==> config.mk <==
export PLATFORM = sky130hd
export DESIGN_NAME = fps_fault_sequencer
export DESIGN_NICKNAME = d
export VERILOG_FILES = /design/src/rtl/fps_pkg.sv /design/src/rtl/fps_if.sv /design/src/rtl/fps_qual_timer.sv /design/src/rtl/fps_ext_sampler.sv /design/src/rtl/fps_fault_sequencer.sv
export SDC_FILE = /design/constraint.sdc
export NUM_CORES = 1
export LEC_CHECK = 0
export ABC_AREA = 0
export BUFFER_PORTS_ARGS = -buffer_cell sky130_fd_sc_hd__buf_2
export CAP_MARGIN = 40
export CORE_ASPECT_RATIO = 2
export CORE_MARGIN = 2
export CORE_UTILIZATION = 57
export DETAILED_ROUTE_END_ITERATION = 12
export GPL_TIMING_DRIVEN = 0
export PLACE_DENSITY = 0.87
export SKIP_LAST_GASP = 1
export SYNTH_ARGS = -nofsm -noshare
export SYNTH_HDL_FRONTEND = slang
export SYNTH_SLANG_ARGS = --single-unit
==> constraint.sdc <==
create_clock -name ref_clk -period 2.68 [get_ports ref_clk]
set_input_delay 0.134 -clock ref_clk [delete_from_list [all_inputs] [get_ports ref_clk]]
set_output_delay 0.134 -clock ref_clk [all_outputs]
set_load 0.1 [all_outputs]
==> src/rtl/fps_pkg.sv <==
// constants, register map, flag indices and states of the primary fault sequencer
// assumes a single 125 MHz clock; every analog comparison arrives as a synchronous bit
package fps_pkg;

  // clock
  localparam longint CLK_MHZ            = 125;

  // times in ns
  localparam longint SHORT_LEB_NS       = 250;
  localparam longint NORMAL_LEB_NS      = 400;
  localparam longint SENSE_WIN_NS       = 4500;
  localparam longint OVP_VALID_NS       = 10000;
  localparam longint BLANK_INTERVAL_NS  = 1000000;
  localparam longint STARTUP_TIMEOUT_NS = 55000000;
  localparam longint LINE_LOW_NS        = 50000000;
  localparam longint EXT_INTERVAL_NS    = 150000;
  localparam longint EXT_TRIP_NS        = 300000;
  localparam longint EXT_BIAS_NS        = 5000;

  // derived cycle counts, least times rounded up
  localparam int SHORT_LEB_CYC       = int'((SHORT_LEB_NS * CLK_MHZ + 999) / 1000);
  localparam int NORMAL_LEB_CYC      = int'((NORMAL_LEB_NS * CLK_MHZ + 999) / 1000);
  localparam int SENSE_WIN_CYC       = int'((SENSE_WIN_NS * CLK_MHZ + 999) / 1000);
  localparam int OVP_VALID_CYC       = int'((OVP_VALID_NS * CLK_MHZ + 999) / 1000);
  localparam int BLANK_INTERVAL_CYC  = int'((BLANK_INTERVAL_NS * CLK_MHZ + 999) / 1000);
  localparam int STARTUP_TIMEOUT_CYC = int'((STARTUP_TIMEOUT_NS * CLK_MHZ + 999) / 1000);
  localparam int LINE_LOW_CYC        = int'((LINE_LOW_NS * CLK_MHZ + 999) / 1000);
  localparam int EXT_INTERVAL_CYC    = int'((EXT_INTERVAL_NS * CLK_MHZ + 999) / 1000);
  localparam int EXT_TRIP_CYC        = int'((EXT_TRIP_NS * CLK_MHZ + 999) / 1000);
  localparam int EXT_BIAS_CYC        = int'((EXT_BIAS_NS * CLK_MHZ + 999) / 1000);

  // switching-cycle counts
  localparam int SC_RETRY_CYCLES     = 8;
  localparam int SENSE_CHECK_CYCLES  = 4;

  // register map
  localparam logic [7:0]  REG_CTRL_OFS   = 8'h00;
  localparam logic [7:0]  REG_STATUS_OFS = 8'h04;
  localparam logic [31:0] CTRL_RESET     = 32'h0000_0003;
  localparam int          CTRL_RUN_BIT   = 0;
  localparam int          CTRL_EXT_BIT   = 1;
  localparam int          STAT_FLAG_LSB  = 0;
  localparam int          STAT_GATE_BIT  = 12;
  localparam int          STAT_HV_BIT    = 13;
  localparam int          STAT_ARM_BIT   = 14;
  localparam int          STAT_LEB_BIT   = 15;
  localparam int          STAT_STATE_LSB = 16;

  // fault flag positions
  localparam int FLG_SHORT     = 0;
  localparam int FLG_SENSE_SH  = 1;
  localparam int FLG_SENSE_OP  = 2;
  localparam int FLG_SUPPLY_HI = 3;
  localparam int FLG_LINE_LOW  = 4;
  localparam int FLG_THERMAL   = 5;
  localparam int FLG_STARTUP   = 6;
  localparam int FLG_EXTERNAL  = 7;
  localparam int FLG_SECONDARY = 8;
  localparam int NUM_FLAGS     = 9;

  localparam logic [1:0] HTRANS_NONSEQ_BIT = 2'h2;

  typedef enum logic [2:0] {
    ST_IDLE, ST_CHARGE, ST_SOFT, ST_RUN, ST_SC_BLANK, ST_PROTECT
  } fps_state_t;

endpackage : fps_pkg

==> src/rtl/fps_if.sv <==
// bundles between the sequencer and its timer and sampler helpers
// assumes both ends share ref_clk
interface fps_qual_if;
  logic run;
  logic expired;
  modport timer (input run, output expired);
  modport user  (output run, input expired);
endinterface : fps_qual_if

interface fps_ext_if;
  logic enable;
  logic belowTrip;
  logic biasEn;
  logic trip;
  modport sampler (input enable, input belowTrip, output biasEn, output trip);
  modport user    (output enable, output belowTrip, input biasEn, input trip);
endinterface : fps_ext_if

==> src/rtl/fps_qual_timer.sv <==
// qualifying timer: expired rises once run has held for CYCLES clocks
// assumes run is synchronous to ref_clk; dropping run restarts the count
module fps_qual_timer #(
  parameter int CYCLES = 8
) (
  // clock and reset
  input wire logic ref_clk,
  input wire logic resetn,
  // control
  fps_qual_if.timer q
);
  localparam int CW = $clog2(CYCLES + 1);

  if (CYCLES < 1) begin : g_chk
    $error("fps_qual_timer: CYCLES must be at least 1");
  end

  logic [CW-1:0] cnt_ff;

  always_ff @(posedge ref_clk or negedge resetn) begin
    if (!resetn) begin
      cnt_ff <= '0;
    end else if (!q.run) begin
      cnt_ff <= '0;
    end else if (cnt_ff != CW'(CYCLES)) begin
      cnt_ff <= cnt_ff + CW'(1);
    end
  end

  assign q.expired = (cnt_ff == CW'(CYCLES));

endmodule : fps_qual_timer

==> src/rtl/fps_ext_sampler.sv <==
// external-protect sampler: biases the pin briefly each interval and times low samples
// assumes belowTrip is valid while biasEn is high
module fps_ext_sampler #(
  parameter int INTERVAL = 18750,
  parameter int BIAS     = 625,
  parameter int TRIP     = 37500
) (
  // clock and reset
  input wire logic ref_clk,
  input wire logic resetn,
  // pin side
  fps_ext_if.sampler ext
);
  localparam int IW = $clog2(INTERVAL);
  localparam int LW = $clog2(TRIP + INTERVAL + 1);

  if (BIAS < 1 || BIAS >= INTERVAL || TRIP < 1) begin : g_chk
    $error("fps_ext_sampler: need 1 <= BIAS < INTERVAL and TRIP >= 1");
  end

  logic [IW-1:0] phase_ff;
  logic [LW-1:0] lowTime_ff;
  logic          biasEn_ff;
  logic          sampleNow;

  assign sampleNow = ext.enable && (phase_ff == IW'(BIAS - 1));

  // interval phase and bias window
  always_ff @(posedge ref_clk or negedge resetn) begin
    if (!resetn) begin
      phase_ff  <= '0;
      biasEn_ff <= 1'b0;
    end else if (!ext.enable) begin
      phase_ff  <= '0;
      biasEn_ff <= 1'b0;
    end else begin
      phase_ff  <= (phase_ff == IW'(INTERVAL - 1)) ? '0 : phase_ff + IW'(1);
      biasEn_ff <= (phase_ff == IW'(INTERVAL - 1)) || (phase_ff < IW'(BIAS - 1));
    end
  end

  // continuous low time, one interval per low sample
  always_ff @(posedge ref_clk or negedge resetn) begin
    if (!resetn) begin
      lowTime_ff <= '0;
    end else if (!ext.enable) begin
      lowTime_ff <= '0;
    end else if (sampleNow) begin
      if (!ext.belowTrip) begin
        lowTime_ff <= '0;
      end else if (lowTime_ff <= LW'(TRIP)) begin
        lowTime_ff <= lowTime_ff + LW'(INTERVAL);
      end
    end
  end

  assign ext.biasEn = biasEn_ff;
  assign ext.trip   = (lowTime_ff > LW'(TRIP));

endmodule : fps_ext_sampler

==> src/rtl/fps_fault_sequencer.sv <==
// primary-side fault supervisor and auto-restart sequencer with an AHB-Lite register slave
// assumes all comparator and link inputs are already synchronous to ref_clk
module fps_fault_sequencer
  import fps_pkg::*;
#(
  parameter int STARTUP_CYCLES  = STARTUP_TIMEOUT_CYC,
  parameter int LINE_LOW_CYCLES = LINE_LOW_CYC,
  parameter int BLANK_CYCLES    = BLANK_INTERVAL_CYC,
  parameter int EXT_INTERVAL    = EXT_INTERVAL_CYC,
  parameter int EXT_TRIP        = EXT_TRIP_CYC,
  parameter int OVP_CYCLES      = OVP_VALID_CYC
) (
  // clock and reset
  input  wire logic                 ref_clk,
  input  wire logic                 resetn,
  // ahb-lite slave
  input  wire logic                 hsel,
  input  wire logic [31:0]          haddr,
  input  wire logic [1:0]           htrans,
  input  wire logic                 hwrite,
  input  wire logic [2:0]           hsize,
  input  wire logic [31:0]          hwdata,
  input  wire logic                 hready,
  output      logic                 hreadyout,
  output      logic                 hresp,
  output      logic [31:0]          hrdata,
  // supply and line comparators
  input  wire logic                 supplyBelowMin,
  input  wire logic                 supplyAtRestart,
  input  wire logic                 supplyChargeDone,
  input  wire logic                 supplyAboveHigh,
  input  wire logic                 lineLow,
  // thermal indications
  input  wire logic                 thermalHot,
  input  wire logic                 thermalCool,
  // current sense comparators and modulator
  input  wire logic                 senseAboveShort,
  input  wire logic                 senseAboveMin,
  input  wire logic                 gateHigh,
  input  wire logic                 turnOnPulse,
  // secondary link
  input  wire logic                 secStartup,
  input  wire logic                 secProtect,
  // external protect pin
  input  wire logic                 extBelowTrip,
  output      logic                 extBiasEn,
  // primary control
  output      logic                 switchEnable,
  output      logic                 hvSourceEn,
  output      logic                 peakLebShort,
  output      logic [NUM_FLAGS-1:0] faultFlags
);
  localparam int BW  = $clog2(BLANK_CYCLES + 1);
  localparam int LBW = $clog2(NORMAL_LEB_CYC + 1);
  localparam int SWW = $clog2(SENSE_WIN_CYC + 1);
  localparam int RW  = $clog2(SC_RETRY_CYCLES + 1);
  localparam int CKW = $clog2(SENSE_CHECK_CYCLES + 1);

  if (BLANK_CYCLES < 1 || STARTUP_CYCLES < 1 || LINE_LOW_CYCLES < 1 || OVP_CYCLES < 1) begin : g_chk
    $error("fps_fault_sequencer: timing counts must be at least 1");
  end

  ////////////////////////////////////////////////////////////////////////////
  // declarations

  fps_state_t           state_ff, nxt_state;
  logic [NUM_FLAGS-1:0] flags_ff, nxt_flags;
  logic [31:0]          ctrl_ff;
  logic [31:0]          hrdata_ff;
  logic                 wrPend_ff;
  logic [7:0]           wrAddr_ff;
  logic                 switchEn_ff;
  logic                 hvEn_ff;
  logic                 scArmed_ff;
  logic                 scCounting_ff;
  logic [RW-1:0]        scCnt_ff;
  logic [BW-1:0]        blankCnt_ff;
  logic                 retRun_ff;
  logic [LBW-1:0]       lebCnt_ff;
  logic                 ssActive_ff;
  logic                 ssSeen_ff;
  logic [SWW-1:0]       ssCnt_ff;
  logic [CKW-1:0]       ssChecks_ff;
  logic                 peakShort_ff;

  logic operating;
  logic anyFlag;
  logic scValid;
  logic scFirst;
  logic scSecond;
  logic blankDone;
  logic ssFail;
  logic restartNow;
  logic addrPhase;
  logic [31:0] statusWord;
  logic [31:0] rdMux;

  fps_qual_if startupQ ();
  fps_qual_if lineQ ();
  fps_qual_if ovpQ ();
  fps_ext_if  extQ ();

  ////////////////////////////////////////////////////////////////////////////
  // helpers

  assign operating = (state_ff == ST_SOFT) || (state_ff == ST_RUN) || (state_ff == ST_SC_BLANK);
  assign anyFlag   = |flags_ff;

  assign startupQ.run = (state_ff == ST_SOFT);
  assign lineQ.run    = operating && lineLow;
  assign ovpQ.run     = supplyAboveHigh && (state_ff != ST_IDLE);

  assign extQ.enable    = operating && ctrl_ff[CTRL_EXT_BIT];
  assign extQ.belowTrip = extBelowTrip;

  fps_qual_timer #(.CYCLES(STARTUP_CYCLES)) u_startup (
    .ref_clk (ref_clk),
    .resetn  (resetn),
    .q       (startupQ)
  );

  fps_qual_timer #(.CYCLES(LINE_LOW_CYCLES)) u_linelow (
    .ref_clk (ref_clk),
    .resetn  (resetn),
    .q       (lineQ)
  );

  fps_qual_timer #(.CYCLES(OVP_CYCLES)) u_ovp (
    .ref_clk (ref_clk),
    .resetn  (resetn),
    .q       (ovpQ)
  );

  fps_ext_sampler #(
    .INTERVAL (EXT_INTERVAL),
    .BIAS     (EXT_BIAS_CYC),
    .TRIP     (EXT_TRIP)
  ) u_ext (
    .ref_clk (ref_clk),
    .resetn  (resetn),
    .ext     (extQ)
  );

  ////////////////////////////////////////////////////////////////////////////
  // blanking after turn-on

  always_ff @(posedge ref_clk or negedge resetn) begin
    if (!resetn) begin
      lebCnt_ff <= '0;
    end else if (turnOnPulse) begin
      lebCnt_ff <= '0;
    end else if (lebCnt_ff != LBW'(NORMAL_LEB_CYC)) begin
      lebCnt_ff <= lebCnt_ff + LBW'(1);
    end
  end

  // short comparator always uses the short blanking
  assign scValid  = gateHigh && senseAboveShort && !turnOnPulse && (lebCnt_ff >= LBW'(SHORT_LEB_CYC));
  assign scFirst  = scValid && (state_ff == ST_RUN) && !scArmed_ff;
  assign scSecond = scValid && (state_ff == ST_RUN) && scArmed_ff;

  always_ff @(posedge ref_clk or negedge resetn) begin
    if (!resetn) begin
      peakShort_ff <= 1'b0;
    end else begin
      peakShort_ff <= scArmed_ff || scFirst;
    end
  end

  ////////////////////////////////////////////////////////////////////////////
  // short-circuit blanking and retry window

  assign blankDone = (state_ff == ST_SC_BLANK) && (blankCnt_ff == BW'(BLANK_CYCLES - 1));

  always_ff @(posedge ref_clk or negedge resetn) begin
    if (!resetn) begin
      blankCnt_ff <= '0;
    end else if (state_ff == ST_SC_BLANK) begin
      blankCnt_ff <= blankCnt_ff + BW'(1);
    end else begin
      blankCnt_ff <= '0;
    end
  end

  always_ff @(posedge ref_clk or negedge resetn) begin
    if (!resetn) begin
      scArmed_ff    <= 1'b0;
      scCounting_ff <= 1'b0;
      scCnt_ff      <= '0;
    end else if (scFirst) begin
      scArmed_ff    <= 1'b1;
      scCounting_ff <= 1'b0;
      scCnt_ff      <= '0;
    end else if (!operating) begin
      scArmed_ff    <= 1'b0;
      scCounting_ff <= 1'b0;
      scCnt_ff      <= '0;
    end else if (blankDone) begin
      scCounting_ff <= 1'b1;
    end else if (scCounting_ff && turnOnPulse) begin
      if (scCnt_ff == RW'(SC_RETRY_CYCLES - 1)) begin
        scArmed_ff    <= 1'b0;
        scCounting_ff <= 1'b0;
        scCnt_ff      <= '0;
      end else begin
        scCnt_ff <= scCnt_ff + RW'(1);
      end
    end
  end

  always_ff @(posedge ref_clk or negedge resetn) begin
    if (!resetn) begin
      retRun_ff <= 1'b0;
    end else if (state_ff == ST_CHARGE) begin
      retRun_ff <= 1'b0;
    end else if (state_ff == ST_RUN) begin
      retRun_ff <= 1'b1;
    end
  end

  ////////////////////////////////////////////////////////////////////////////
  // sense-short window in the first switching cycles

  assign ssFail = ssActive_ff && (ssCnt_ff == SWW'(SENSE_WIN_CYC - 1)) && !ssSeen_ff && !senseAboveMin;

  always_ff @(posedge ref_clk or negedge resetn) begin
    if (!resetn) begin
      ssActive_ff <= 1'b0;
      ssSeen_ff   <= 1'b0;
      ssCnt_ff    <= '0;
      ssChecks_ff <= '0;
    end else if (!operating) begin
      ssActive_ff <= 1'b0;
      ssSeen_ff   <= 1'b0;
      ssCnt_ff    <= '0;
      ssChecks_ff <= '0;
    end else if (turnOnPulse && ssChecks_ff != CKW'(SENSE_CHECK_CYCLES)) begin
      ssActive_ff <= 1'b1;
      ssSeen_ff   <= 1'b0;
      ssCnt_ff    <= '0;
      ssChecks_ff <= ssChecks_ff + CKW'(1);
    end else if (ssActive_ff) begin
      ssSeen_ff <= ssSeen_ff || senseAboveMin;
      ssCnt_ff  <= ssCnt_ff + SWW'(1);
      if (ssCnt_ff == SWW'(SENSE_WIN_CYC - 1)) begin
        ssActive_ff <= 1'b0;
      end
    end
  end

  ////////////////////////////////////////////////////////////////////////////
  // fault flags: clears first, sets last so a set wins

  assign restartNow = (state_ff == ST_PROTECT) && supplyAtRestart;

  always_comb begin
    nxt_flags = flags_ff;
    if (restartNow) begin
      nxt_flags = flags_ff & (NUM_FLAGS'(1) << FLG_THERMAL);
    end
    if (thermalCool) begin
      nxt_flags[FLG_THERMAL] = 1'b0;
    end
    if (scSecond && scCounting_ff) begin
      nxt_flags[FLG_SHORT] = 1'b1;
    end
    if (scValid && state_ff == ST_SOFT) begin
      nxt_flags[FLG_SENSE_OP] = 1'b1;
    end
    if (ssFail) begin
      nxt_flags[FLG_SENSE_SH] = 1'b1;
    end
    if (ovpQ.expired) begin
      nxt_flags[FLG_SUPPLY_HI] = 1'b1;
    end
    if (lineQ.expired) begin
      nxt_flags[FLG_LINE_LOW] = 1'b1;
    end
    if (thermalHot) begin
      nxt_flags[FLG_THERMAL] = 1'b1;
    end
    if (startupQ.expired) begin
      nxt_flags[FLG_STARTUP] = 1'b1;
    end
    if (extQ.trip) begin
      nxt_flags[FLG_EXTERNAL] = 1'b1;
    end
    if (secProtect && state_ff != ST_IDLE && state_ff != ST_PROTECT) begin
      nxt_flags[FLG_SECONDARY] = 1'b1;
    end
  end

  always_ff @(posedge ref_clk or negedge resetn) begin
    if (!resetn) begin
      flags_ff <= '0;
    end else begin
      flags_ff <= nxt_flags;
    end
  end

  ////////////////////////////////////////////////////////////////////////////
  // sequencer

  always_comb begin
    nxt_state = state_ff;
    unique case (state_ff)
      ST_IDLE: begin
        if (ctrl_ff[CTRL_RUN_BIT]) nxt_state = ST_CHARGE;
      end
      ST_CHARGE: begin
        if (!ctrl_ff[CTRL_RUN_BIT]) nxt_state = ST_IDLE;
        else if (anyFlag) nxt_state = ST_PROTECT;
        else if (supplyChargeDone && !lineLow && !supplyBelowMin) nxt_state = secStartup ? ST_RUN : ST_SOFT;
      end
      ST_SOFT: begin
        if (anyFlag) nxt_state = ST_PROTECT;
        else if (supplyBelowMin) nxt_state = ST_CHARGE;
        else if (secStartup) nxt_state = ST_RUN;
      end
      ST_RUN: begin
        if (anyFlag) nxt_state = ST_PROTECT;
        else if (supplyBelowMin) nxt_state = ST_CHARGE;
        else if (scFirst) nxt_state = ST_SC_BLANK;
      end
      ST_SC_BLANK: begin
        if (anyFlag) nxt_state = ST_PROTECT;
        else if (supplyBelowMin) nxt_state = ST_CHARGE;
        else if (blankDone) nxt_state = retRun_ff ? ST_RUN : ST_SOFT;
      end
      ST_PROTECT: begin
        if (restartNow && !nxt_flags[FLG_THERMAL]) nxt_state = ST_CHARGE;
      end
    endcase
  end

  always_ff @(posedge ref_clk or negedge resetn) begin
    if (!resetn) begin
      state_ff <= ST_IDLE;
    end else begin
      state_ff <= nxt_state;
    end
  end

  always_ff @(posedge ref_clk or negedge resetn) begin
    if (!resetn) begin
      switchEn_ff <= 1'b0;
      hvEn_ff     <= 1'b0;
    end else begin
      switchEn_ff <= (nxt_state == ST_SOFT || nxt_state == ST_RUN) && !(|nxt_flags);
      hvEn_ff     <= (nxt_state == ST_CHARGE);
    end
  end

  ////////////////////////////////////////////////////////////////////////////
  // ahb-lite register slave, zero wait states

  assign addrPhase = hsel && hready && htrans[1] && (htrans & HTRANS_NONSEQ_BIT) != 2'h0;

  always_comb begin
    statusWord = '0;
    statusWord[STAT_FLAG_LSB +: NUM_FLAGS] = flags_ff;
    statusWord[STAT_GATE_BIT]              = switchEn_ff;
    statusWord[STAT_HV_BIT]                = hvEn_ff;
    statusWord[STAT_ARM_BIT]               = scArmed_ff;
    statusWord[STAT_LEB_BIT]               = peakShort_ff;
    statusWord[STAT_STATE_LSB +: 3]        = state_ff;
    unique case (haddr[7:0])
      REG_CTRL_OFS:   rdMux = ctrl_ff;
      REG_STATUS_OFS: rdMux = statusWord;
      default:        rdMux = '0;
    endcase
  end

  always_ff @(posedge ref_clk or negedge resetn) begin
    if (!resetn) begin
      wrPend_ff <= 1'b0;
      wrAddr_ff <= '0;
      hrdata_ff <= '0;
    end else begin
      wrPend_ff <= addrPhase && hwrite && (haddr[31:8] == 24'h000000);
      wrAddr_ff <= haddr[7:0];
      if (addrPhase && !hwrite) begin
        hrdata_ff <= (haddr[31:8] == 24'h000000) ? rdMux : '0;
      end
    end
  end

  always_ff @(posedge ref_clk or negedge resetn) begin
    if (!resetn) begin
      ctrl_ff <= CTRL_RESET;
    end else if (wrPend_ff && wrAddr_ff == REG_CTRL_OFS) begin
      ctrl_ff <= {30'h0, hwdata[CTRL_EXT_BIT], hwdata[CTRL_RUN_BIT]};
    end
  end

  ////////////////////////////////////////////////////////////////////////////
  // outputs

  assign hreadyout    = 1'b1;
  assign hresp        = 1'b0;
  assign hrdata       = hrdata_ff;
  assign switchEnable = switchEn_ff;
  assign hvSourceEn   = hvEn_ff;
  assign peakLebShort = peakShort_ff;
  assign faultFlags   = flags_ff;
  assign extBiasEn    = extQ.biasEn;

endmodule : fps_fault_sequencer

==> qor.txt, run 1 <==
Switching part of the total power: 0.341
Max-slew violation count: 0
Minimum clock period: 2.33 ns
Unrepaired setup endpoints after global routing: no
Seq/Total Area, Yosys: 0.496
Synth Flop Type: dfrtp_1
Clock Power Share: 0.340
Vias per std cell: 5.85
# diodes: 0
Share of cells above drive strength 1: 0.155
Area Overhead vs Synth: 16.8%
Root buf cell: clkbuf_16
Internal power: 4480 uW
Critical Path RT: 3.05 ns
Max Fanout on Critical Path: 10
Hold WS: 0.0207 ns
Die ar.: 0.0166 mm2
DR pass1 iterations: 5
Number of global-route vias before repair: 7,520
Inst Count DP: 1,199
Worst slew margin: 0.584
Initial antenna violation count: 1
Nets: 1,144
Part of the power in combinational logic: 0.222
Clock sink count: 175
Most Crowded Layer GR: met2
Placement Rows: 64
Max Cap Viol: 0
Max Clock Freq: 0.430 GHz
Power Density: 659 mW/mm2
Maximum VDD drop: 0.000440 V
Final cell count without fillers: 1,248
Ys Warns: 0
Routed WL per cell: 16.7 um
DR iter-0 viols: 479
Cells after Synth: 902
TritonCTS clock tree: built
M1 GR Usage: 0.285
Clock Skews: 0.00971 ns
Worst skew pair latency: 0.43 ns
Measured slew at the worst slew-check pin: 0.621 ns
Crit. End Element: flop
IO buf count: 81
Htree depth: 4
Via count: 7,303
Die W: 92.0 um
DP HPWL: 14.5 mm
Post-route setup TNS: 0 ns
Overflow after GRT: 0
Async S/R FF share, synth: 1.00
Cell area after layout: 0.0103 mm2
Synthesized area: 0.00883 mm2
Routed WL: 20.8 mm
Max Root-Sink Buffers: 2
Post-DP Area: 0.00959 mm2
Hold Fails Final Rpt: 0
NetSw: 2320 uW
Distinct cells, synth: 71
Post-synth EDFFs: 0
GR Util All Layers: 0.260
Die Y: 180 um
Yosys reg bits: 175
Fillers: 1,130
Leakage: 0.00460 uW
Crit path DAT: 2.70 ns
Routed Antenna Nets: 0
Critical Path Start Type: input port
Starting Density: 0.581
Routing usage on met3: 0.0523
Total CTS buffers: 17
Clock transition at path regs: 0.07 ns
Period utilization: 0.869
Status: complete, no violations
Average cell area after synthesis: 9.79 um2
First-pass GRT wire length: 34.8 mm
CP Class: in2reg
RePlAce Congestion: 0.916
Core area: 0.0152 mm2
Worst hold path class: in2reg
Met2 GRT Util: 0.474
IO Pins: 135
Largest net degree at the start of global routing: 96
Final setup viols: 0
Sequential Power Share: 0.438
DRC: 0
-- through the flow --
step,worst slack [ns],util,power (uW)
6_report,0.352,0.678,6800
5_1_grt,0.180,0.678,7090
4_1_cts,0.179,0.678,6800
3_5_place_dp,0.337,0.630,4480
3_3_place_gp,-1.21,0.628,4430
2_1_floorplan,0.341,-,4060
-- registers in the layout (all words and copies together) (netlist names), 2 cells and up --
signal            cells
u_linelow.cnt_ff     23
ssCnt_ff             10
lebCnt_ff             6
wrAddr_ff             8
state_ff              3
u_startup.cnt_ff     23
ssChecks_ff           3
u_ext.phase_ff       15
u_ext.lowTime_ff     15
hrdata               16
blankCnt_ff          17
u_ovp.cnt_ff         11
faultFlags            9
scCnt_ff              4
ctrl_ff               2
-- cell usage after synthesis (all sizes together), types with 5 or more instances --
master  count  area (um2)
dfrtp     173        4330
nor2      119         449
nand2      60         225
xor2       45         394
xnor2      39         342
a21oi      37         185
nand3      36         180
inv        34         128
nor4       30         194
o21ai      30         154
buf        27         191
clkbuf     23        86.3
nand4      23         144
nor3       23         120
and3       19         119
ha         19         238
or3        18         113
a22o       16         140
o31ai      16         134
or4        14         105
and4        8        71.3
and2        7        43.8
nand2b      6        37.5
nand4b      6        58.8
a21o        5        38.8
nor3b       5        42.5
or2         5        31.3
-- path summary, 6_finish.rpt --
check | startpoint | slack, ns | end | cells after the start
max | hwrite | 0.35 | hrdata[13] | 8
min | secProtect | 0.02 | faultFlags[8] | 2
max reg2reg | state_ff[1] | 0.36 | u_ext.lowTime_ff[10] | 5
min reg2reg | blankCnt_ff[0] | 0.50 | blankCnt_ff[0] | 1
max in group asynchronous | resetn | 1.55 | u_linelow.cnt_ff[8] | 3
min in group asynchronous | resetn | 0.25 | u_ext.phase_ff[7] | 2
-- final cells by class --
cell class | count | area [um2] | area share
Clock buffer | 18 | 439 | 0.0426
Inverter | 34 | 128 | 0.0124
Multi-Input combinational cell | 659 | 4110 | 0.399
Buffer | 50 | 278 | 0.0269
Sequential cell | 175 | 4380 | 0.425
Clock inverter | 14 | 110 | 0.0107
Timing Repair Buffer | 100 | 618 | 0.0599
Tap cell | 198 | 248 | 0.0240
-- power groups by stage --
stage / clock, uW / sequential [uW] / combinational (uW)
floorplan: 0 / 3120 / 937
global placement: 0 / 3010 / 1420
detailed placement: 0 / 3020 / 1460
CTS: 2320 / 2970 / 1500
global route: 2430 / 3000 / 1650
finish: 2310 / 2980 / 1510
-- cells in the final DEF, fill, tap and decap left out, drive strengths merged, types with 30 or more instances in the layout --
master,synthesis,routed
xnor2,39,39
nor2,119,119
o21ai,30,30
nand2,60,60
nor4,30,30
buf,27,110
a21oi,37,37
dfrtp,173,173
nand3,36,36
clkbuf,23,41
inv,34,37
xor2,45,45
-- worst max-delay path, stage by stage --
cell           delay [ns]
dlygate4sd3_1        0.53
buf_2                0.12
nand4b_1             0.47
nor4_2               0.62
and2_1               0.20
clkbuf_1             0.19
buf_2                0.25
a22o_1               0.17
-- what timing repair did --
action | in CTS | in global routing
resized for setup | 0 | 1
endpoints found under the hold margin | 96 | 0
endpoints found under the setup margin | 0 | 2
hold buffers | 17 | 0
setup buffers | 0 | 0
-- cell families (layout without fill, tap and decap cells) --
family | after synthesis | count (layout) | share of synthesized area
XOR/XNOR | 84 | 84 | 0.0833
flip-flops | 175 | 175 | 0.496
other | 2 | 18 | 0.000850
multiplexers | 8 | 8 | 0.00963
AND/OR/NAND/NOR | 397 | 397 | 0.237
adder cells (fa/ha/maj) | 19 | 19 | 0.0269
buffers and inverters | 84 | 216 | 0.0459
AO/OA/AOI/OAI | 133 | 133 | 0.101
-- layer usage --
layer	wire length, um	up-vias	part of all wire
met5	12	-	0.00058
met4	752	2	0.036
met3	1030	51	0.049
met2	11300	258	0.54
met1	7730	3556	0.37
li1	-	3436	-
Note: power is estimated with default switching activity, not from simulation.
==> inputs of run 2 (changes only) <==
- CORE_UTILIZATION: 57 -> 58
- PLACE_DENSITY: 0.87 -> 0.88
- SYNTH_HIERARCHICAL: not set -> 1
==> run 2 against run 1 <==
  * Cell count is 3.8% higher
  * Global-route usage is 0.38 points higher
  * Critical endpoint is now switchEnable
  * Critical path type is now reg2reg
  * Synthesized cell count increased by 4.7%
==> qor.txt, run 2 <==
DP HPWL: 14.3 mm (-1.7%)
CP Class: reg2reg
Max Cap Viol: 0 (unchanged)
Routed Antenna Nets: 0 (unchanged)
Total CTS buffers: 17 (unchanged)
Worst skew pair latency: 0.44 ns (about the same)
Sequential Power Share: 0.436 (-0.002)
IO buf count: 81 (unchanged)
Post-synth top cells: dfrtp_1 (173), nor2_1 (101), nand2_1 (77)
Power Density: 607 mW/mm2 (-7.8%)
Area Overhead vs Synth: 17.9%
Final setup viols: 0 (unchanged)
Vias per std cell: 6.07 (+3.7%)
Max Clock Freq: 0.379 GHz (-12%)
Max-slew violation count: 0 (unchanged)
Max Root-Sink Buffers: 2 (unchanged)
Worst slew margin: 0.530 (-0.0539)
Critical Path Start Type: flop
Period utilization: 0.984 (+0.116)
Part of the power in combinational logic: 0.182 (-0.040)
Max Fanout on Critical Path: 10 (unchanged)
Nets: 1,188 (+3.8%)
Minimum clock period: 2.64 ns (+0.310 ns)
Average cell area after synthesis: 9.71 um2 (-0.89%)
Ys Warns: 6 (+6)
RePlAce Congestion: 0.881 (-3.8%)
Die Y: 182 um (+0.94%)
Worst hold path class: in2reg
Post-DP Area: 0.00992 mm2 (+3.4%)
Tot Pwr: 6560 uW (-3.4%)
Synthesized area: 0.00916 mm2 (+3.7%)
Status: complete, no violations
TritonCTS clock tree: built
NetSw: 2080 uW (-10%)
Clock Skews: 0.0162 ns (+0.00646 ns)
Clock sink count: 175 (unchanged)
Switching part of the total power: 0.316 (-0.0244)
Count leader, synth: dfrtp_1
Measured slew at the worst slew-check pin: 0.706 ns (+0.0851 ns)
Internal power: 4490 uW (+0.12%)
Leakage: 0.00469 uW (+1.8%)
Distinct cells, synth: 79 (+11%)
Via count: 7,855 (+7.6%)
Fillers: 1,158 (+2.5%)
Async S/R FF share, synth: 1.00 (unchanged)
Slowest cell on the critical path: dfrtp_2
Commonest non-fill, non-tap cells in the layout: dfrtp_1 (168), nor2_1 (101), buf_2 (90), nand2_1 (76), nand3_1 (44)
Routed WL per cell: 16.8 um (+0.68%)
Final Core Density: 0.692 (+0.0139)
Seq/Total Area, Yosys: 0.478 (-0.0178)
Placement Rows: 65 (+1.6%)
Post-synth EDFFs: 0 (unchanged)
Initial antenna violation count: 0 (-1)
Top flop regs: u_linelow/cnt_ff x23, u_startup/cnt_ff x23, blankCnt_ff x17
GR Util All Layers: 0.263 (+0.00381)
Clock transition at path regs: 0.07 ns (about the same)
Synth Flop Type: dfrtp_1
Clock Power Share: 0.383 (+0.043)
CP most frequent cell: a2111oi_4
Cell taking the most area after synthesis: dfrtp_1
Yosys top cell area share: 0.472 (-0.0176)
Root buf cell: clkbuf_16
Hold Fails Final Rpt: 0 (unchanged)
CP max stage delay: 0.45 ns (-0.17 ns)
Overflow after GRT: 0 (unchanged)
Crit path DAT: 2.97 ns (+0.27 ns)
WP buf/inv: 2 (-2)
Share of cells above drive strength 1: 0.181 (+0.0257)
# diodes: 0 (unchanged)
Cells after Synth: 944 (+4.7%)
Routed WL: 21.7 mm (+4.5%)
First-pass GRT wire length: 36.1 mm (+3.9%)
Crit-path cells: and4b_1 > nor4bb_4 > a32oi_1 > nand2_2 > clkinv_4 > clkbuf_8 > a21o_1 > a2111oi_4 > nand3_2 > a2111oi_4
Cell area after layout: 0.0108 mm2 (+4.7%)
Cell family with most CP delay: simple AND/OR/NAND/NOR gates
Most common cell after layout, fill and taps aside: dfrtp_1
Largest cells by area after synthesis: dfrtp_1 (47%), nor2_1 (4.1%), xor2_1 (3.3%)
Number of global-route vias before repair: 7,614 (+1.3%)
Largest net degree at the start of global routing: 96 (unchanged)
Unrepaired setup endpoints after global routing: yes
DR iter-0 viols: 642 (+34%)
Htree depth: 4 (unchanged)
Crit. End Element: flop
Yosys reg bits: 175 (unchanged)
Core area: 0.0156 mm2 (+2.6%)
IO Pins: 135 (unchanged)
DRC: 0 (unchanged)
DR pass1 iterations: 7 (+2)
Critical Path RT: 3.01 ns (-0.04 ns)
Maximum VDD drop: 0.000460 V (+4.6%)
Die W: 92.9 um (+0.92%)
Starting Density: 0.587 (+0.00618)
Die ar.: 0.0169 mm2 (+1.9%)
## run 2: cell count changes after synthesis, moves of 4 or more
cell      before  now
and3_1        19   12
buf_2          6   10
clkbuf_1      23   15
mux2i_1        4    8
nand2_1       60   77
nand2b_1       6   20
nand3_1       36   45
nor2_1       118  101
nor3_1        22   30
o211ai_1       1    5
o311ai_0       0    5
or3_1         18   22
xnor2_1       39   29
xor2_1        45   35
## run 2: final timing paths
path,cells after the start,slack (ns),to,startpoint
hold / removal,3,0.008,ssSeen_ff,senseAboveMin
setup reg to reg,10,0.04,switchEnable,u_ext/lowTime_ff[8]
setup / recovery,10,0.04,switchEnable,u_ext/lowTime_ff[8]
hold reg to reg,1,0.51,hrdata[16],hrdata[16]
max in group asynchronous,3,1.54,blankCnt_ff[13],resetn
min in group asynchronous,2,0.29,u_startup/cnt_ff[4],resetn
## run 2: through the flow
stage | hold slack [ns] | cells | setup slack, ns | TNS, ns
global route | 0.0150 | 1295 | -0.0309 | -0.0430
floorplan | -0.162 | 960 | 0.0512 | 0
detailed placement | 0.204 | 1243 | -0.769 | -0.785
global placement | 0.259 | 1242 | -1.14 | -196.83
finish | 0.00814 | 1295 | 0.0421 | 0
CTS | 0.00605 | 1290 | 0.0120 | 0
## run 2: power by group through the flow
stage / Clock [uW] / Sequential, uW / Combinational [uW]
2_1_floorplan: 0 / 3000 / 703
5_1_grt: 2650 / 2870 / 1290
3_3_place_gp: 0 / 2890 / 1070
4_1_cts: 2550 / 2850 / 1150
6_report: 2510 / 2860 / 1190
3_5_place_dp: 0 / 2890 / 1110
## run 2: what timing repair did
action,in CTS,in global routing
buffers inserted,1,5
setup endpoints to repair,5,11
cloned,0,0
hold buffers,15,0
hold endpoints to repair,108,0
gates resized for setup,15,8
pin swaps,4,5
## run 2: area by class of cell
cell class,count,area [um2],share of cell area
multi-input cells,702,4520,0.418
flip-flops and latches,175,4390,0.406
repair buffers,103,638,0.0591
clock buffers,19,453,0.0419
plain buffers,45,275,0.0255
well taps,201,251,0.0233
inverters,37,144,0.0133
clock inverters,13,140,0.0130
## run 2: logic make-up (layout without fill, tap and decap cells)
family                     Yosys count  in the layout  share of synthesized area
and+or+nand+nor                    435            435                      0.262
DFF                                175            175                      0.478
AOI/OAI and AO/OA                  153            153                      0.113
buffers and inverters               83            217                     0.0444
xor gates and xnor gates            64             64                     0.0612
adders and majority gates           19             19                     0.0259
muxes                               13             13                     0.0149
other                                2             18                   0.000820
## run 2: tightest hold or removal path, cell delays in order
cell	delay, ns
buf_2	0.10
a21oi_1	0.08
nor2_1	0.08
## run 2: layer usage
layer / routed length [um] / GRT usage / vias up
met5: 0 / 0 / -
met4: 432 / 0.0906 / 0
met3: 1440 / 0.0519 / 42
met2: 11100 / 0.442 / 339
met1: 8700 / 0.340 / 3827
li1: - / - / 3647
==> inputs of run 3 (changes only) <==
- SETUP_SLACK_MARGIN: not set -> 0.5
==> run 3 against run 2 <==
  * Clock power rose by 2%
  * Design area rose by 4.6%
  * Global-route usage rose by 2.9 points
==> qor.txt, run 3 (synthesis gave the netlist of run 2 again) <==
IO buf count: 81 (unchanged)
Final Core Density: 0.724 (+0.0317)
Overflow after GRT: 0 (unchanged)
Largest net degree at the start of global routing: 101 (+5.2%)
Clock transition at path regs: 0.07 ns (about the same)
Nets: 1,218 (+2.5%)
Die Y: 182 um (unchanged)
IO Pins: 135 (unchanged)
DR iter-0 viols: 821 (+28%)
Area Overhead vs Synth: 23.3%
Share of cells above drive strength 1: 0.225 (+0.0441)
Root buf cell: clkbuf_16
Clock sink count: 175 (unchanged)
Dpl ws: 0.0395 ns (+0.808 ns)
Multi-input logic area: 0.00467 mm2 (+3.3%)
Critical Path RT: 3.01 ns (about the same)
Crit. End Element: flop
Hold endpoint: wrPend_ff
RePlAce Congestion: 0.886 (+0.60%)
Register area: 0.00439 mm2 (+0.14%)
Total CTS buffers: 17 (unchanged)
Initial antenna violation count: 1 (+1)
DR pass1 iterations: 8 (+1)
Hold WS: 0.0756 ns (+0.0675 ns)
Worst hold path class: in2reg
Die W: 92.9 um (unchanged)
Core area: 0.0156 mm2 (unchanged)
Routed Antenna Nets: 0 (unchanged)
Measured slew at the worst slew-check pin: 0.673 ns (-0.0327 ns)
Critical Path Start Type: flop
Clock Skews: 0.0104 ns (-0.00577 ns)
Routed WL: 26.3 mm (+21%)
Commonest non-fill, non-tap cells in the layout: dfrtp_1 (163), nor2_1 (100), buf_2 (87), nand2_1 (74), buf_4 (50)
Critical path launch point: u_ext/lowTime_ff[14]
DRC: 0 (unchanged)
Die ar.: 0.0169 mm2 (unchanged)
Leakage: 0.00493 uW (+5.2%)
Hold Fails Final Rpt: 0 (unchanged)
TritonCTS clock tree: built
Hold path start: haddr[12]
Fillers: 1,030 (-11%)
GR Util All Layers: 0.292 (+0.0288)
Reg2reg start: u_ext/lowTime_ff[14]
Max Fanout on Critical Path: 3 (-7)
Worst skew pair latency: 0.43 ns (about the same)
Final setup viols: 0 (unchanged)
Number of global-route vias before repair: 8,262 (+8.5%)
CP Class: reg2reg
Max-slew violation count: 0 (unchanged)
Status: complete, no violations
Period utilization: 0.991 (+0.00679)
Max Root-Sink Buffers: 2 (unchanged)
Htree depth: 4 (unchanged)
Minimum clock period: 2.66 ns (+0.0182 ns)
Maximum VDD drop: 0.000500 V (+8.7%)
Worst Slack Setup Final: 0.0239 ns (-0.0182 ns)
R2R depth: 10 (unchanged)
Unrepaired setup endpoints after global routing: yes
Vias per std cell: 6.33 (+4.4%)
Reg2Reg Setup Slack: 0.02 ns (-0.02 ns)
RR Endpoint: switchEnable
Worst Hold Path Cells: 4 (+1)
Power Density: 610 mW/mm2 (+0.38%)
Max Cap Viol: 0 (unchanged)
Top flop regs: u_linelow/cnt_ff x23, u_startup/cnt_ff x23, blankCnt_ff x17
Routed WL per cell: 19.8 um (+18%)
Via count: 8,398 (+6.9%)
Worst slew margin: 0.547 (+0.0176)
First-pass GRT wire length: 39.8 mm (+10%)
Placement Rows: 65 (unchanged)
Starting Density: 0.587 (unchanged)
Most common cell after layout, fill and taps aside: dfrtp_1
DP HPWL: 14.8 mm (+4.0%)
Max Clock Freq: 0.376 GHz (-0.69%)
Crit path DAT: 2.99 ns (+0.02 ns)
-- run 3: cell types whose count changed in the layout (fill, tap and decap cells not counted), moves of 3 or more --
cell       delta
buf_2         -3
buf_4        +24
buf_6         +4
clkbuf_16     +3
clkinv_2      +3
dfrtp_1       -5
dfrtp_2       +5
ha_1          -3
ha_2          +3
inv_6         -4
inv_8         -3
o311ai_0      -4
-- run 3: layer usage --
layer | part of all wire | track usage | routed length [um] | vias up
li1 | - | - | - | 3708
met1 | 0.37 | 0.367 | 9660 | 4042
met2 | 0.51 | 0.497 | 13300 | 533
met3 | 0.083 | 0.0552 | 2180 | 115
met4 | 0.044 | 0.111 | 1150 | 0
met5 | 0 | 0 | 0 | -
-- run 3: where the power goes --
group	leakage, uW	switching, uW	internal [uW]
sequential	0.00238	130	2740
clock	0.000293	1110	1450
combinational	0.00226	952	509
-- run 3: cell type report --
class                           count  share of cell area
Timing Repair Buffer              132              0.0793
Clock inverter                     12              0.0118
Sequential cell                   175               0.389
Tap cell                          201              0.0223
Multi-Input combinational cell    702               0.413
Buffer                             46              0.0306
Clock buffer                       20              0.0413
Inverter                           37              0.0127
Antenna cell                        1            0.000221
-- run 3: timing repair --
action / in CTS / in global routing
hold buffers: 16 / 0
cloned: 0 / 1
resized for setup: 39 / 36
buffers inserted: 21 / 12
hold endpoints to repair: 91 / 0
setup endpoints to repair: 19 / 37
pin swaps: 11 / 12
-- run 3: worst max-delay path by stage --
stage / to / slack [ns] / depth (start not counted)
after floorplan: u_ext/lowTime_ff[15] / 0.42 / 8
after global placement: u_startup/cnt_ff[10] / -1.14 / 1
after detailed placement: u_ext/lowTime_ff[15] / 0.04 / 9
after CTS: switchEnable / 0.24 / 11
after global routing: switchEnable / -0.06 / 10
final: switchEnable / 0.02 / 10
-- run 3: through the flow --
stage               cells  total power, uW  instance area [um2]  setup TNS [ns]
floorplan             960             3710                 9260               0
global placement     1242             3980                 9910         -194.68
detailed placement   1243             4030                 9950               0
CTS                  1312             6700                11000               0
global route         1325             7080                11300         -0.0646
finish               1326             6890                11300               0
-- run 3: worst max-delay path, cell delays in order (launching register included) --
cell and delay (ns):
dfrtp_2 0.45, nor4_4 0.35, nor4bb_4 0.40, a32oi_2 0.11
nand2_2 0.14, clkinv_4 0.06, clkbuf_16 0.14, a21o_1 0.18
a2111oi_4 0.21, nand3_2 0.16, a2111oi_4 0.34
